<file path="config.mk">
export PLATFORM = sky130hd
export DESIGN_NAME = card_auth_phase_two_ctrl
export DESIGN_NICKNAME = d
export VERILOG_FILES = /design/src/rtl/cap_pkg.sv /design/src/rtl/cap_cipher_flag.sv /design/src/rtl/card_auth_phase_two_ctrl.sv
export SDC_FILE = /design/constraint.sdc
export NUM_CORES = 1
export LEC_CHECK = 0
export BUFFER_PORTS_ARGS = -buffer_cell sky130_fd_sc_hd__buf_2
export CORE_ASPECT_RATIO = 0.6
export CORE_UTILIZATION = 46
export DETAILED_ROUTE_END_ITERATION = 10
export PLACE_DENSITY = 0.78
export SLEW_MARGIN = 20
export SYNTH_ARGS = -nofsm -noshare
export SYNTH_HDL_FRONTEND = slang
export SYNTH_HIERARCHICAL = 1
export SYNTH_SLANG_ARGS = --single-unit
</file>
<file path="constraint.sdc">
create_clock -name ref_clk_in -period 2.29 [get_ports ref_clk_in]
set_clock_uncertainty 0.2 [all_clocks]
set_input_delay 0.1145 -clock ref_clk_in [delete_from_list [all_inputs] [get_ports ref_clk_in]]
set_output_delay 0.1145 -clock ref_clk_in [all_outputs]
set_load 0.01 [all_outputs]
</file>
<file path="src/rtl/cap_pkg.sv">
// Purpose: Shared constants and types for the card authentication controller
// Assumes: Command codes arrive as one byte from the host command register
// Notes:   Transceive engine, cipher datapath and key store sit outside
// ============================================================
// Constants
package cap_pkg;
    localparam logic [7:0] CMD_IDLE        = 8'h00;
    localparam logic [7:0] CMD_FIRST_AUTH  = 8'h0c;
    localparam logic [7:0] CMD_SECOND_AUTH = 8'h14;
    localparam logic [2:0] FIRST_ARG_BYTES = 3'h6;
    localparam logic       CIPHER_RESET    = 1'b0;

    // ============================================================
    // Types
    typedef enum logic [4:0] {
        CAP_IDLE  = 5'b00001,
        CAP_FETCH = 5'b00010,
        CAP_SEND  = 5'b00100,
        CAP_RECV  = 5'b01000,
        CAP_CHECK = 5'b10000
    } cap_state_t;

    // Request to the shared send/receive engine
    typedef struct packed {
        logic       start;
        logic       from_fifo;
        logic       internal;
        logic [1:0] phase;
    } cap_txrx_req_t;

    // Result returned by the engine and the authentication check
    typedef struct packed {
        logic send_done;
        logic recv_done;
        logic auth_ok;
        logic auth_fail;
    } cap_txrx_rsp_t;
endpackage : cap_pkg

</file>
<file path="src/rtl/cap_cipher_flag.sv">
// Purpose: Holds the cipher enable bit
// Assumes: Set and clear requests are single-cycle pulses
// Notes:   Host may only clear; setting comes from a good second phase
// ============================================================
// Cipher enable flag
`timescale 1ns/1ps
module cap_cipher_flag (
    input  wire logic ref_clk_in,
    input  wire logic reset_in,
    input  wire logic auth_ok_in,
    input  wire logic auth_fail_in,
    input  wire logic host_clear_in,
    output logic      cipher_enable_bit_out
);
    logic cipher_reg;
    logic cipher_next;

    always_comb
    begin
        cipher_next = cipher_reg;
        if (host_clear_in)
            cipher_next = 1'b0;
        if (auth_fail_in)
            cipher_next = 1'b0;
        // Set wins over a clear in the same cycle
        if (auth_ok_in)
            cipher_next = 1'b1;
    end

    always_ff @(posedge ref_clk_in)
    begin
        if (reset_in)
            cipher_reg <= cap_pkg::CIPHER_RESET;
        else
            cipher_reg <= cipher_next;
    end

    assign cipher_enable_bit_out = cipher_reg;
endmodule : cap_cipher_flag

</file>
<file path="src/rtl/card_auth_phase_two_ctrl.sv">
// Purpose: Command interpreter for the two authentication phases
// Assumes: Engine pulses send_done and recv_done; check pulses ok/fail
// Notes:   Card replies stay internal and never reach the host FIFO
//
// What this block does
// - Code 14h starts second authentication phase
// - Second phase reads no FIFO arguments
// - Card reply kept internal for authentication
// - Only a host write starts the command
// - Same state sequence as send-then-receive
// - Success sets the cipher enable bit
// - Enabled bit encrypts all later traffic
// - Failure clears the cipher enable bit
// - Host cannot set, only clear, the bit
// - Code 0Ch sends six FIFO bytes
// ============================================================
// Top level
`timescale 1ns/1ps
module card_auth_phase_two_ctrl (
    input  wire logic                   ref_clk_in,
    input  wire logic                   reset_in,
    input  wire logic                   cmd_write_in,
    input  wire logic [7:0]             cmd_code_in,
    input  wire logic                   host_cipher_clear_in,
    input  wire logic                   fifo_valid_in,
    input  wire logic [7:0]             fifo_data_in,
    input  wire cap_pkg::cap_txrx_rsp_t engine_rsp_in,
    output logic                        fifo_pop_out,
    output logic [7:0]                  tx_byte_out,
    output logic                        tx_byte_valid_out,
    output cap_pkg::cap_txrx_req_t      engine_req_out,
    output logic                        reply_to_host_out,
    output logic                        busy_out,
    output logic                        cipher_enable_bit_out,
    output logic                        encrypt_link_out
);
    cap_pkg::cap_state_t state_reg;
    cap_pkg::cap_state_t state_next;
    logic                second_reg;
    logic                second_next;
    logic [2:0]          arg_cnt_reg;
    logic [2:0]          arg_cnt_next;
    logic [7:0]          tx_reg;
    logic [7:0]          tx_next;
    logic                tx_vld_reg;
    logic                tx_vld_next;
    logic                start_reg;
    logic                start_next;
    logic                auth_ok;
    logic                auth_fail;
    logic                abort_cmd;
    logic                last_arg;

    // ============================================================
    // Command decode shared by the groups below
    // Code 00h drops any command in flight; other codes written while
    // busy are ignored with no indication to the host
    assign abort_cmd = cmd_write_in && (cmd_code_in == cap_pkg::CMD_IDLE);
    assign last_arg  = fifo_pop_out
                       && (arg_cnt_reg == cap_pkg::FIRST_ARG_BYTES - 3'h1);

    // ============================================================
    // Command sequencer
    always_comb
    begin
        state_next  = state_reg;
        second_next = second_reg;
        case (state_reg)
            cap_pkg::CAP_IDLE:
            begin
                // Started only by a host write, never internally
                if (cmd_write_in)
                begin
                    if (cmd_code_in == cap_pkg::CMD_SECOND_AUTH)
                    begin
                        second_next = 1'b1;
                        // No argument fetch: data built internally
                        state_next  = cap_pkg::CAP_SEND;
                    end
                    else if (cmd_code_in == cap_pkg::CMD_FIRST_AUTH)
                    begin
                        second_next = 1'b0;
                        state_next  = cap_pkg::CAP_FETCH;
                    end
                end
            end
            cap_pkg::CAP_FETCH:
            begin
                if (last_arg)
                    state_next = cap_pkg::CAP_SEND;
            end
            // Shared send-then-receive sequence
            // Done pulses outside their own state are simply ignored
            cap_pkg::CAP_SEND:
            begin
                if (engine_rsp_in.send_done)
                    state_next = cap_pkg::CAP_RECV;
            end
            cap_pkg::CAP_RECV:
            begin
                if (engine_rsp_in.recv_done)
                    state_next = cap_pkg::CAP_CHECK;
            end
            cap_pkg::CAP_CHECK:
            begin
                // Wait for the internal verdict on the card reply
                if (engine_rsp_in.auth_ok || engine_rsp_in.auth_fail)
                    state_next = cap_pkg::CAP_IDLE;
            end
            default:
                state_next = cap_pkg::CAP_IDLE;
        endcase
        if (abort_cmd)
            state_next = cap_pkg::CAP_IDLE;
    end

    always_ff @(posedge ref_clk_in)
    begin
        if (reset_in)
        begin
            state_reg  <= cap_pkg::CAP_IDLE;
            second_reg <= 1'b0;
        end
        else
        begin
            state_reg  <= state_next;
            second_reg <= second_next;
        end
    end

    // ============================================================
    // Engine start pulse
    // One pulse per command; the engine runs a whole exchange on it
    always_comb
    begin
        start_next = 1'b0;
        if ((state_reg == cap_pkg::CAP_IDLE) && cmd_write_in
            && (cmd_code_in == cap_pkg::CMD_SECOND_AUTH))
            start_next = 1'b1;
        if ((state_reg == cap_pkg::CAP_FETCH) && last_arg)
            start_next = 1'b1;
        // Abort in the sixth pop cycle must not leave a stray start
        if (abort_cmd)
            start_next = 1'b0;
    end

    always_ff @(posedge ref_clk_in)
    begin
        if (reset_in)
            start_reg <= 1'b0;
        else
            start_reg <= start_next;
    end

    // ============================================================
    // First-phase argument bytes
    always_comb
    begin
        arg_cnt_next = arg_cnt_reg;
        tx_next      = tx_reg;
        tx_vld_next  = 1'b0;
        fifo_pop_out = 1'b0;
        // Count restarts while idle, so an aborted fetch leaves no residue
        if (state_reg == cap_pkg::CAP_IDLE)
            arg_cnt_next = 3'h0;
        else if ((state_reg == cap_pkg::CAP_FETCH) && fifo_valid_in)
        begin
            fifo_pop_out = 1'b1;
            tx_next      = fifo_data_in;
            tx_vld_next  = 1'b1;
            arg_cnt_next = arg_cnt_reg + 3'h1;
        end
    end

    always_ff @(posedge ref_clk_in)
    begin
        if (reset_in)
        begin
            arg_cnt_reg <= 3'h0;
            tx_reg      <= 8'h00;
            tx_vld_reg  <= 1'b0;
        end
        else
        begin
            arg_cnt_reg <= arg_cnt_next;
            tx_reg      <= tx_next;
            tx_vld_reg  <= tx_vld_next;
        end
    end

    // ============================================================
    // Outcome of the second phase only
    assign auth_ok   = (state_reg == cap_pkg::CAP_CHECK) && second_reg
                       && engine_rsp_in.auth_ok;
    assign auth_fail = (state_reg == cap_pkg::CAP_CHECK) && second_reg
                       && engine_rsp_in.auth_fail
                       && !engine_rsp_in.auth_ok;

    // Host input can only clear; there is no set path from the host
    cap_cipher_flag u_flag (
        .ref_clk_in            (ref_clk_in),
        .reset_in              (reset_in),
        .auth_ok_in            (auth_ok),
        .auth_fail_in          (auth_fail),
        .host_clear_in         (host_cipher_clear_in),
        .cipher_enable_bit_out (cipher_enable_bit_out)
    );

    assign encrypt_link_out  = cipher_enable_bit_out;
    assign reply_to_host_out = 1'b0;
    assign tx_byte_out       = tx_reg;
    assign tx_byte_valid_out = tx_vld_reg;
    assign busy_out          = (state_reg != cap_pkg::CAP_IDLE);

    always_comb
    begin
        engine_req_out.start     = start_reg;
        engine_req_out.from_fifo = !second_reg;
        engine_req_out.internal  = second_reg;
        engine_req_out.phase     = second_reg ? 2'h2 : 2'h1;
    end
endmodule : card_auth_phase_two_ctrl

</file>
Word level (Yosys, flattened, before mapping):

Cells that the tools add are included.

* register bits: 20
* input bits: 25
* output and inout port bits: 19

* add/sub/neg operators: 1
* equality and inequality tests: 15
* mux-type cells: 18
* bitwise logic cells: 1
* reductions and logical operators: 21

Operator list (count)
* 5-bit 2-to-1 mux: 7
* 5-bit one-hot mux with 5 select lines: 1
* 1-bit logical AND: 10
* 2-bit inequality test, second input constant: 5
* 1-bit 2-to-1 mux: 9
* 8-bit by 4-bit == test with 1-bit output, second input constant: 1
* 8-bit by 5-bit == test with 1-bit output, second input constant: 1
* 8-bit logical NOT: 1
* 6-bit AND reduction: 1
* 5-bit by 1-bit == test with 1-bit output, second input constant: 1
* 5-bit by 2-bit == test with 1-bit output, second input constant: 1
* 5-bit by 3-bit == test with 1-bit output, second input constant: 1
* 5-bit by 4-bit == test with 1-bit output, second input constant: 1
* 5-bit == test, second input constant: 1
* 5-bit by 1-bit inequality test with 1-bit output, second input constant: 1
* 2-bit OR reduction: 2
* 3-bit by 1-bit adder with 3-bit output, second input constant: 1
* 3-bit == test, second input constant: 1
* 3-bit by 2-bit inequality test with 1-bit output, second input constant: 1
* 3-bit AND reduction: 1
* 3-bit nonzero test: 1
* 1-bit logical NOT: 2
* 2-bit 2-to-1 mux: 1
* 2-bit AND reduction: 1
* other kinds (3): 3

Longest topological paths before layout:

Gate-level depths: netlist (run 1).

* word-level depth: 7
* depth in mapped cells: 7
* gate-level depth less buffers: 6

By module:

The synthesis (run 1) kept the hierarchy.

Modules (own cells, without submodules)
* card_auth_phase_two_ctrl: instances 1, cells an instance 120, area an instance 988.4 µm²
* cap_cipher_flag: instances 1, cells an instance 4, area an instance 37.5 µm²

Worst setup path before layout (run 1):

No wires, ideal clock.

* path kind: in2reg
* from: input cmd_code_in[1]
* to: register state_reg[3]
* arrival: 1.740 ns
* required time: 2.002 ns
* setup slack: 0.262 ns
* stages on the path: 5
* path through: or4_4 > or4_4 > a211oi_4 > nand2_2 > o32ai_2

* word-level cells in the longest chain between the ends: 4

RTL lines
* from (decl): line card_auth_phase_two_ctrl.sv:23 `input wire logic [7:0] cmd_code_in,`
* 8-bit by 5-bit == test with 1-bit output: line card_auth_phase_two_ctrl.sv:74 `if (cmd_code_in == cap_pkg::CMD_SECOND_AUTH)`
* 5-bit 2-to-1 mux: line card_auth_phase_two_ctrl.sv:74
* 5-bit 2-to-1 mux: line card_auth_phase_two_ctrl.sv:72 `if (cmd_write_in)`
* 5-bit one-hot mux with 5 select lines: line card_auth_phase_two_ctrl.sv:68 `case (state_reg)`
* to (signal assigned): line card_auth_phase_two_ctrl.sv:121 `state_reg <= cap_pkg::CAP_IDLE;`
* to (signal assigned): line card_auth_phase_two_ctrl.sv:126 `state_reg <= state_next;`
* to (decl): line card_auth_phase_two_ctrl.sv:37 `cap_pkg::cap_state_t state_reg;`

Parallel ways exist; a longest one is shown, timed or not. The select of a mux whose other input is x is not followed.
A chain may end at the register's enable or synchronous reset.

Worst setup path after layout (run 1):

* from: register state_reg[3]
* to: register state_reg[2]

* word-level cells in the longest chain between the ends: 7

RTL lines
* 5-bit by 2-bit == test with 1-bit output: line card_auth_phase_two_ctrl.sv:68, card_auth_phase_two_ctrl.sv:166
* 1-bit logical AND: line card_auth_phase_two_ctrl.sv:166 `else if ((state_reg == cap_pkg::CAP_FETCH) && fifo_valid_in)`
* 1-bit 2-to-1 mux: line card_auth_phase_two_ctrl.sv:166
* 1-bit 2-to-1 mux: line card_auth_phase_two_ctrl.sv:164 `if (state_reg == cap_pkg::CAP_IDLE)`
* 1-bit logical AND: line card_auth_phase_two_ctrl.sv:60 `&& (arg_cnt_reg == cap_pkg::FIRST_ARG_BYTES - 3'h1);`
* 2-bit inequality test (no line)
* 6-bit AND reduction (no line)

Parallel ways exist; a longest one is shown, timed or not.

==> results.py, run 1 <==
metrics = {
    "yosys": {
        "synthesis.instances": 124,
        "yosysTopAreaCell": "sky130_fd_sc_hd__dfxtp_1",
        "postSynthRegisterBits": 20,
        "yosys.area.top_type_share_pct": 39.0,
        "yosys-top-cells-count": "sky130_fd_sc_hd__dfxtp_1 (20), sky130_fd_sc_hd__nand2_1 (20), sky130_fd_sc_hd__a21oi_1 (13), sky130_fd_sc_hd__inv_1 (7)",
        "synth_top_family_by_area": "simple AND/OR/NAND/NOR gates",
        "synth_xor_area_share_pct": 3.41,
        "synthAdderAreaFrac_pct": 2.44,
        "ys.warnings.count": 6,
        "synth-edff-count": 0,
        "postSynth.topFlopCell": "sky130_fd_sc_hd__dfxtp_1",
        "post_synth_instance_area_um2": 1030,
        "synth_fp_nets": 151,
        "synth.mux.area_fraction_pct": 0.976,
        "synthTopCellsByArea": "sky130_fd_sc_hd__dfxtp_1 (39%), sky130_fd_sc_hd__nand2_1 (7.3%), sky130_fd_sc_hd__a21oi_1 (6.3%)",
        "avgSynthCellArea_um2": 8.27,
        "synth.distinct_cells": 38,
        "synth_seq_area_share_pct": 39.0,
        "postSynth.asyncResetShare_pct": 0,
        "synth_compound_area_share_pct": 18.0,
        "synth_simple_gate_area_share_pct": 27.0,
    },
    "hold_path": {
        "min-delay-path-class": "in2reg",
        "worst_min_delay_path_endpoint": "tx_byte_out[4]",
        "min_delay_path_depth": 2,
        "hp-start": "reset_in",
    },
    "run_status": {
        "outcome": "finished, final reports clean",
    },
    "clocking": {
        "cts_sinks": 20,
        "maximum_count_of_clock_buffers_along_a_single_path": 2,
        "numCtsBuffers": 3,
        "ctsHtreeMaxLevel": 1,
        "ctsRootBufferMaster": "sky130_fd_sc_hd__clkbuf_8",
        "clock_pin_slew_of_the_registers_on_the_worst_case_setup_and_hold_paths_ps": 70,
        "clk-insertion-delay-late_ps": 250,
        "tritoncts": "built",
    },
    "setup_path": {
        "worst-path-max-fanout": 8,
        "timing_worst_setup_path_type": "reg2reg",
        "worst_setup_path_start_kind": "register",
        "worstPathArrival_ps": 2000,
        "ff2ff_path_depth": 5,
        "regToRegEndpoint": "state_reg[2]",
        "cpMaxStageDelayCell": "sky130_fd_sc_hd__or4b_1",
        "critical_path_required_ps": 2270,
        "worst_flop_to_flop_path_startpoint": "state_reg[3]",
        "worstPathCellList": "or4b_1 > nor3_1 > a211oi_4 > a31o_1 > a21oi_1",
        "worst_setup_path_end_kind": "register",
        "cpPeakStageDelay_ps": 600,
        "rrSetupSlack_ps": 270,
    },
    "timing": {
        "rsz0062_at_grt": "no",
        "report.final.hold_viol_count": 0,
        "period_needed_ps": 2020,
        "report.final.slew_viol_count": 0,
        "finalSetupTns_ps": 0,
        "timing.fmax_mhz": 494,
        "fin_crit_sh_pct": 88.4,
        "final-setup-viol-count": 0,
    },
    "placement": {
        "io_buffers": 42,
        "place.detailed.hpwl_mm": 1.89,
        "place.gp.congestion": 0.901,
    },
    "cells_and_area": {
        "antenna_cells": 0,
        "multi_input_area_um2": 536,
        "layout.filler_cells": 163,
        "drive_gt1_share_pct": 32.0,
        "syn2layout_area_growth_pct": 32.2,
        "layout.area.seq_um2": 400,
        "flip_flop_count_of_the_largest_register_after_layout": 8,
        "final_net_count": 198,
    },
    "floorplanning": {
        "std_cell_rows": 12,
        "design.die.area_um2": 2430,
        "die_w_um": 63.0,
        "chipHeight_um": 38.6,
        "initial_utilization_pct": 52.2,
        "floorplan.core_area_um2": 1970,
        "io-pin-count": 44,
    },
    "global_routing": {
        "grt-ovfl-total": 0,
        "first_global_vias": 908,
        "grt_antenna_before_repair": 0,
        "grt_max_degree": 17,
        "global_route.usage.total_pct": 23.3,
        "global_route_wire_length_before_repair_mm": 4.15,
    },
    "run": {
        "max_cap_viol_count": 0,
    },
    "route": {
        "mean_number_of_vias_per_cell": 5.37,
        "first_pass_iters": 5,
        "finalWirelength_mm": 2.60,
        "ant_nets": 0,
        "dr_total_vias": 1057,
        "number_of_drc_violations_after_detailed_routing": 0,
        "first_drt_iteration_drcs": 58,
        "routedWlPerCell_um": 13.2,
    },
    "power_and_ir_drop": {
        "power_mw": 1.01,
        "power_density_nw_per_um2": 746,
        "cellLeakagePower_nw": 0.585,
        "ir_worst_vdd_mv": 0.385,
    },
}
kinds of logic after synthesis:
| family | count (synthesis) |
|---|---|
| buffers and inverters | 18 |
| DFF | 20 |
| AOI/OAI and AO/OA | 26 |
| xor gates and xnor gates | 4 |
| muxes | 1 |
| other | 1 |
| adders and majority gates | 2 |
| and+or+nand+nor | 52 |
through the flow:
step | cells | hold slack [ps] | instance area [um^2] | utilization (%) | setup slack, ps
2_1_floorplan | 124 | -16.4 | 1030 | - | 262
3_3_place_gp | 184 | 149 | 1210 | 61.8 | 127
3_5_place_dp | 184 | 144 | 1210 | 61.8 | 43.4
4_1_cts | 197 | 16.1 | 1360 | 69.0 | 274
5_1_grt | 197 | 23.7 | 1360 | 69.0 | 144
6_report | 197 | 27.5 | 1360 | 69.0 | 266
routing by layer:
layer,vias up,track usage [%],part of all wire [%]
met1,479,29.9,45
li1,517,-,-
met5,-,0,0
met4,0,5.23,0.81
met3,2,6.18,8.8
met2,59,40.1,45
cell type report:
type,count,share of cell area (%)
Sequential cell,20,29.5
Inverter,7,1.94
Tap cell,28,2.58
Multi-Input combinational cell,86,39.5
Clock buffer,3,3.04
Timing Repair Buffer,53,23.4
worst max-delay path by stage:
stage	cells past startpoint	startpoint	endpoint
after global routing	5	state_reg[3]	state_reg[2]
after CTS	5	state_reg[3]	state_reg[2]
after floorplan	5	cmd_code_in[1]	state_reg[3]
final	5	state_reg[3]	state_reg[2]
after global placement	6	cmd_code_in[1]	state_reg[3]
after detailed placement	6	cmd_code_in[1]	state_reg[3]
worst max-delay path, delay by kind of cell (launching register included):
family	cells	cell delay [ps]
AOI/OAI and AO/OA	3	440
DFF	1	370
and+or+nand+nor	2	940
report_power, final:
group	leakage (nW)	internal, mW	switching (mW)
clock network	0.0216	0.117	0.106
registers	0.162	0.376	0.0350
logic	0.402	0.161	0.217
total	0.585	0.654	0.358
repair_timing:
action                                 CTS  global route
resized for setup                        0             0
endpoints found under the hold margin   10             0
setup buffers                            0             0
hold buffers                            10             0
cell usage in the layout (no fill, tap or decap), types with 2 or more instances in the layout:
| cell type | synthesis | final |
|---|---|---|
| sky130_fd_sc_hd__xor2_1 | 2 | 2 |
| sky130_fd_sc_hd__ha_1 | 2 | 2 |
| sky130_fd_sc_hd__nand3_1 | 3 | 3 |
| sky130_fd_sc_hd__and3_1 | 2 | 2 |
| sky130_fd_sc_hd__nor2_1 | 6 | 6 |
| sky130_fd_sc_hd__buf_2 | 0 | 42 |
| sky130_fd_sc_hd__dlygate4sd3_1 | 0 | 10 |
| sky130_fd_sc_hd__a21oi_1 | 13 | 13 |
| sky130_fd_sc_hd__dfxtp_1 | 20 | 20 |
| sky130_fd_sc_hd__o21ai_0 | 2 | 2 |
| sky130_fd_sc_hd__nor3_1 | 6 | 6 |
| sky130_fd_sc_hd__and4_1 | 2 | 2 |
| sky130_fd_sc_hd__nand4_1 | 2 | 2 |
| sky130_fd_sc_hd__or4_4 | 2 | 2 |
| sky130_fd_sc_hd__xnor2_1 | 2 | 2 |
| sky130_fd_sc_hd__nand2_1 | 20 | 20 |
| sky130_fd_sc_hd__inv_1 | 7 | 7 |
| sky130_fd_sc_hd__nor2b_1 | 2 | 2 |
| sky130_fd_sc_hd__clkbuf_8 | 0 | 3 |
(Power assumes the default switching activity.)
==> run 2, diff against run 1 <==
Settings changed: CELL_PAD_IN_SITES_DETAIL_PLACEMENT set to 1, CELL_PAD_IN_SITES_GLOBAL_PLACEMENT set to 2, CORE_UTILIZATION 46 to 26, CTS_BUF_LIST set to sky130_fd_sc_hd__clkbuf_4, PLACE_DENSITY 0.78 to not set, PLACE_DENSITY_LB_ADDON set to 0.1.
==> results.py, run 2 (synthesis gave the netlist of run 1 again) <==
metrics = {
    "setup_path": {
        "regToRegEndpoint": "u_flag/cipher_enable_bit_out",
        "rrSetupSlack_ps": 200,
        "critical_path_required_ps": 2300,
        "cpPeakStageDelay_ps": 560,
        "worst_setup_path_start_kind": "register",
        "cpMaxStageDelayCell": "sky130_fd_sc_hd__dlygate4sd3_1",
        "ff2ff_path_depth": 5,
        "crit_path_buffers_inverters": 1,
        "worst_flop_to_flop_path_startpoint": "state_reg[2]",
        "worst_path_dominant_cell_family": "simple AND/OR/NAND/NOR gates",
        "timing_worst_setup_path_type": "reg2reg",
        "worst_setup_path_end_kind": "register",
        "worstPathCellList": "nor3_1 > and4_1 > or3b_1 > a21oi_1 > dlygate4sd3_1",
        "worst-path-max-fanout": 5,
        "worstPathArrival_ps": 2100,
    },
    "power_and_ir_drop": {
        "p_sw_mw": 0.371,
        "cellLeakagePower_nw": 0.663,
        "intPower_mw": 0.742,
        "power_switching_share_pct": 33.3,
        "p_seq_share_pct": 36.9,
        "ir_worst_vdd_mv": 0.236,
        "clockPowerShare_pct": 26.1,
        "power_density_nw_per_um2": 731,
        "power.share.combinational_pct": 37.0,
    },
    "route": {
        "mean_number_of_vias_per_cell": 4.58,
        "ant_nets": 0,
        "finalWirelength_mm": 3.06,
        "number_of_drc_violations_after_detailed_routing": 0,
        "routedWlPerCell_um": 13.3,
        "dr_total_vias": 1053,
        "first_drt_iteration_drcs": 22,
        "first_pass_iters": 4,
    },
    "timing": {
        "period_needed_ps": 2090,
        "report.final.slew_viol_count": 0,
        "slew-limit-headroom_pct": 67.0,
        "timing.fmax_mhz": 478,
        "rsz0062_at_grt": "no",
        "finalSetupTns_ps": 0,
        "report.final.hold_viol_count": 0,
        "final-setup-viol-count": 0,
        "timing_worst_slew_pin_value_ps": 491,
        "fin_crit_sh_pct": 91.3,
    },
    "global_routing": {
        "grt_max_degree": 17,
        "global_route_wire_length_before_repair_mm": 4.99,
        "grtUsageMet1_pct": 21.3,
        "global_route.usage.total_pct": 15.4,
        "first_global_vias": 1027,
        "grtUsageMet3_pct": 3.95,
        "grt_antenna_before_repair": 0,
        "busiest_layer": "met2",
        "grt-ovfl-total": 0,
        "grtUsageMet2_pct": 23.9,
    },
    "hold_path": {
        "worst_min_delay_path_endpoint": "state_reg[1]",
        "min_delay_path_depth": 4,
        "hp-start": "cmd_code_in[2]",
        "min-delay-path-class": "in2reg",
    },
    "cells_and_area": {
        "commonest_non_fill_non_tap_cell_in_the_layout": "sky130_fd_sc_hd__buf_2",
        "antenna_cells": 0,
        "flip_flop_count_of_the_largest_register_after_layout": 8,
        "syn2layout_area_growth_pct": 48.4,
        "mostFrequentLayoutCells": "sky130_fd_sc_hd__buf_2 (42), sky130_fd_sc_hd__dlygate4sd3_1 (21), sky130_fd_sc_hd__nand2_1 (20)",
        "final_net_count": 211,
        "fin_area_um2": 1520,
        "drive_gt1_share_pct": 32.8,
        "layout.filler_cells": 449,
    },
    "clocking": {
        "maximum_count_of_clock_buffers_along_a_single_path": 2,
        "tritoncts": "built",
        "numCtsBuffers": 3,
        "ctsHtreeMaxLevel": 1,
        "clk-insertion-delay-late_ps": 300,
        "clock_pin_slew_of_the_registers_on_the_worst_case_setup_and_hold_paths_ps": 120,
        "cts_sinks": 20,
        "ctsRootBufferMaster": "sky130_fd_sc_hd__clkbuf_4",
    },
    "floorplanning": {
        "std_cell_rows": 17,
        "design.die.area_um2": 4210,
        "io-pin-count": 44,
        "floorplan.core_area_um2": 3720,
        "chipHeight_um": 50.7,
        "initial_utilization_pct": 27.6,
        "die_w_um": 83.1,
    },
    "placement": {
        "place.detailed.hpwl_mm": 2.18,
        "place.gp.congestion": 0.757,
        "io_buffers": 42,
        "dpl-instance-area_um2": 1250,
    },
    "run_status": {
        "outcome": "finished, final reports clean",
    },
    "run": {
        "max_cap_viol_count": 0,
    },
}
[run 2: worst max-delay path by stage]
stage | startpoint | to | slack [ps] | cells after the start
6_report | state_reg[2] | u_flag/cipher_enable_bit_out | 200 | 5
3_3_place_gp | cmd_code_in[1] | state_reg[3] | 100 | 6
3_5_place_dp | cmd_code_in[1] | state_reg[3] | 80 | 6
5_1_grt | state_reg[3] | tx_byte_out[6] | 80 | 6
2_1_floorplan | cmd_code_in[1] | state_reg[3] | 260 | 5
4_1_cts | state_reg[4] | tx_byte_out[0] | 110 | 6
[run 2: tightest hold or removal path: cells and delay by family]
family / cells / cell delay, ps
simple gates: 2 / 170
buf+inv: 1 / 130
compound gates: 1 / 70
[run 2: routing by layer]
layer,part of all wire (%),vias up
li1,-,546
met1,53,476
met2,42,27
met3,4.6,4
met4,0.69,0
met5,0,-
[run 2: power groups by stage]
stage                     clock network (mW)  logic (mW)  registers, mW
after floorplan                            0       0.277          0.404
after global placement                     0       0.393          0.419
after detailed placement                   0       0.390          0.419
after CTS                              0.303       0.412          0.412
after global routing                   0.319       0.452          0.417
final                                  0.291       0.411          0.410
[run 2: final cells by class]
cell class | instances | area [um^2] | area share [%]
clock inverter | 1 | 30.0 | 1.97
sequential | 20 | 403 | 26.5
multi-input combinational | 86 | 536 | 35.2
clock buffer | 3 | 22.5 | 1.48
timing repair buffer | 66 | 443 | 29.1
inverter | 7 | 30.0 | 1.97
tap | 47 | 58.8 | 3.86
[run 2: what timing repair did]
action | 4_1_cts | 5_1_grt
buffers inserted | 0 | 1
hold buffers | 21 | 0
resized for setup | 0 | 3
setup endpoints to repair | 0 | 8
hold endpoints to repair | 12 | 0
[run 2: through the flow]
stage | cells | hold slack [ps] | power (mW) | setup slack (ps) | util [%]
global placement | 204 | 132 | 0.811 | 101 | 33.5
global route | 230 | 32.1 | 1.19 | 80.3 | 40.9
finish | 230 | 10.9 | 1.11 | 199 | 40.9
detailed placement | 204 | 144 | 0.809 | 76.4 | 33.5
floorplan | 124 | -16.4 | 0.681 | 262 | -
CTS | 229 | 14.5 | 1.13 | 106 | 40.5
==> run 3, diff against run 2 <==
Settings changed: ABC_AREA set to 1, CORE_UTILIZATION 26 to 27, SETUP_SLACK_MARGIN set to 0.2.
==> results.py, run 3 <==
metrics = {
    "run_status": {
        "outcome": "finished, final reports clean",
    },
    "route": {
        "finalWirelength_mm": 3.28,
        "dr_total_vias": 1170,
        "number_of_drc_violations_after_detailed_routing": 0,
        "first_drt_iteration_drcs": 17,
        "first_pass_iters": 4,
        "ant_nets": 0,
        "routedWlPerCell_um": 11.9,
        "mean_number_of_vias_per_cell": 4.25,
    },
    "placement": {
        "dpl-instance-area_um2": 1380,
        "place.detailed.hpwl_mm": 2.44,
        "io_buffers": 42,
        "place.gp.congestion": 0.778,
    },
    "power_and_ir_drop": {
        "power_density_nw_per_um2": 685,
        "cellLeakagePower_nw": 0.885,
        "ir_worst_vdd_mv": 0.207,
    },
    "clocking": {
        "cts_sinks": 20,
        "tritoncts": "built",
        "clock_pin_slew_of_the_registers_on_the_worst_case_setup_and_hold_paths_ps": 110,
        "numCtsBuffers": 3,
        "maximum_count_of_clock_buffers_along_a_single_path": 2,
        "ctsHtreeMaxLevel": 1,
        "ctsRootBufferMaster": "sky130_fd_sc_hd__clkbuf_4",
        "clk-insertion-delay-late_ps": 300,
    },
    "cells_and_area": {
        "commonest_non_fill_non_tap_cell_in_the_layout": "sky130_fd_sc_hd__buf_2",
        "final_net_count": 244,
        "layout.area.seq_um2": 400,
        "drive_gt1_share_pct": 34.9,
        "syn2layout_area_growth_pct": 41.1,
        "multi_input_area_um2": 599,
        "flip_flop_count_of_the_largest_register_after_layout": 8,
        "antenna_cells": 0,
        "layout.filler_cells": 537,
        "fin_area_um2": 1650,
        "mostFrequentLayoutCells": "sky130_fd_sc_hd__buf_2 (42), sky130_fd_sc_hd__nand2_1 (29), sky130_fd_sc_hd__inv_1 (24)",
    },
    "run": {
        "max_cap_viol_count": 0,
    },
    "yosys": {
        "yosys-top-cells-count": "sky130_fd_sc_hd__nand2_1 (29), sky130_fd_sc_hd__inv_1 (24), sky130_fd_sc_hd__dfxtp_1 (20), sky130_fd_sc_hd__nor2_1 (16)",
        "postSynth.asyncResetShare_pct": 0,
        "synth-edff-count": 0,
        "postSynthRegisterBits": 20,
        "synth_seq_area_share_pct": 34.3,
        "ys.warnings.count": 6,
        "post_synth_instance_area_um2": 1170,
        "synth.distinct_cells": 25,
        "synthesis.instances": 155,
        "most_repeated_cell_in_the_gate_level_netlist_after_synthesis": "sky130_fd_sc_hd__nand2_1",
        "synthTopCellsByArea": "sky130_fd_sc_hd__dfxtp_1 (34%), sky130_fd_sc_hd__nand2_1 (9.3%), sky130_fd_sc_hd__inv_1 (7.7%)",
        "postSynth.topFlopCell": "sky130_fd_sc_hd__dfxtp_1",
        "yosys.area.top_type_share_pct": 34.3,
        "avgSynthCellArea_um2": 7.52,
        "yosysTopAreaCell": "sky130_fd_sc_hd__dfxtp_1",
        "synth_fp_nets": 182,
    },
    "floorplanning": {
        "io-pin-count": 44,
        "die_w_um": 86.8,
        "std_cell_rows": 18,
        "floorplan.core_area_um2": 4120,
        "design.die.area_um2": 4590,
        "initial_utilization_pct": 28.3,
        "chipHeight_um": 52.9,
    },
    "setup_path": {
        "worst_setup_path_end_kind": "register",
        "worst-path-max-fanout": 11,
        "timing.critical_path.from": "state_reg[3]",
        "worstPathCellList": "nor2_4 > inv_2 > nor2_4 > nand2_8 > clkinv_8 > nand2_4 > a21oi_2 > dlygate4sd3_1",
        "crit_path_frequent_cell": "sky130_fd_sc_hd__nor2_4",
        "crit_path_buffers_inverters": 3,
        "worst_setup_path_start_kind": "register",
        "endpoint": "tx_byte_out[4]",
        "worst_flop_to_flop_path_startpoint": "state_reg[3]",
        "cpPeakStageDelay_ps": 560,
        "critical_path_required_ps": 2340,
        "worstPathArrival_ps": 2010,
        "rrSetupSlack_ps": 320,
        "timing_worst_setup_path_type": "reg2reg",
        "regToRegEndpoint": "tx_byte_out[4]",
        "worst_path_dominant_cell_family": "buffers and inverters",
        "ff2ff_path_depth": 8,
        "cpMaxStageDelayCell": "sky130_fd_sc_hd__dlygate4sd3_1",
        "worst-path-stages": 8,
    },
    "timing": {
        "fin_crit_sh_pct": 85.8,
        "report.final.hold_viol_count": 0,
        "holdWs_ps": 16.5,
        "period_needed_ps": 1970,
        "rsz0062_at_grt": "no",
        "finalSetupTns_ps": 0,
        "timing.fmax_mhz": 509,
        "final-setup-viol-count": 0,
        "report.final.slew_viol_count": 0,
    },
    "global_routing": {
        "grt_antenna_before_repair": 0,
        "first_global_vias": 1115,
        "grt-ovfl-total": 0,
        "global_route.usage.total_pct": 14.8,
        "grt_max_degree": 17,
        "global_route_wire_length_before_repair_mm": 5.14,
    },
    "hold_path": {
        "min-delay-path-class": "in2reg",
        "min_delay_path_depth": 3,
    },
}
-- run 3: per-layer routing --
metal	global-route usage, %	wire length, um	up-vias
li1	-	-	602
met1	20.8	1730	539
met2	23.2	1380	27
met3	4.06	150	2
met4	1.67	19	0
met5	0	0	-
-- run 3: kinds of logic after synthesis --
logic type,share of synthesized area [%]
buf+inv,15.0
compound gates,11.2
other cells,0.322
simple gates,37.0
flops,34.3
fa+ha+maj,2.15
-- run 3: how the worst min path moves through the flow --
stage	start	to	slack, ps
floorplan	reset_in	u_flag/cipher_enable_bit_out	-20
global placement	fifo_data_in[0]	tx_byte_out[0]	170
detailed placement	fifo_data_in[6]	tx_byte_out[6]	180
CTS	cmd_write_in	start_reg	0.5
global route	cmd_write_in	start_reg	7
finish	cmd_write_in	start_reg	20
-- run 3: worst reg2reg max path: cells and delay by family (launching register included) --
family | cells | cell delay, ps
DFF | 1 | 370
and+or+nand+nor | 4 | 480
buffers and inverters | 3 | 740
AOI/OAI and AO/OA | 1 | 110
-- run 3: final cells by class --
class	count	area share, %
multi-input combinational	100	36.4
inverter	27	6.92
clock buffer	3	1.37
timing repair buffer	64	25.9
tap	60	4.56
timing repair inverter	1	0.532
sequential	20	24.3
-- run 3: power by group --
| group | switching, mW | internal, mW | total (mW) |
|---|---|---|---|
| clock network | 0.109 | 0.0613 | 0.170 |
| registers | 0.0369 | 0.389 | 0.425 |
| logic | 0.333 | 0.199 | 0.532 |
| total | 0.478 | 0.649 | 1.13 |
-- run 3: stage by stage --
step	worst slack [ps]	utilization, %	power [mW]	cells
after floorplan	904	-	0.784	155
after global placement	627	33.5	0.922	249
after detailed placement	653	33.5	0.922	249
after CTS	223	38.9	1.12	272
after global routing	206	39.9	1.24	275
final	324	39.9	1.13	275
-- run 3: what timing repair did --
item                                   in CTS  in global routing
resized for setup                           0                  3
endpoints found under the hold margin      11                  0
setup endpoints to repair                   0                  7
setup buffers                               0                  2
hold buffers                               20                  0
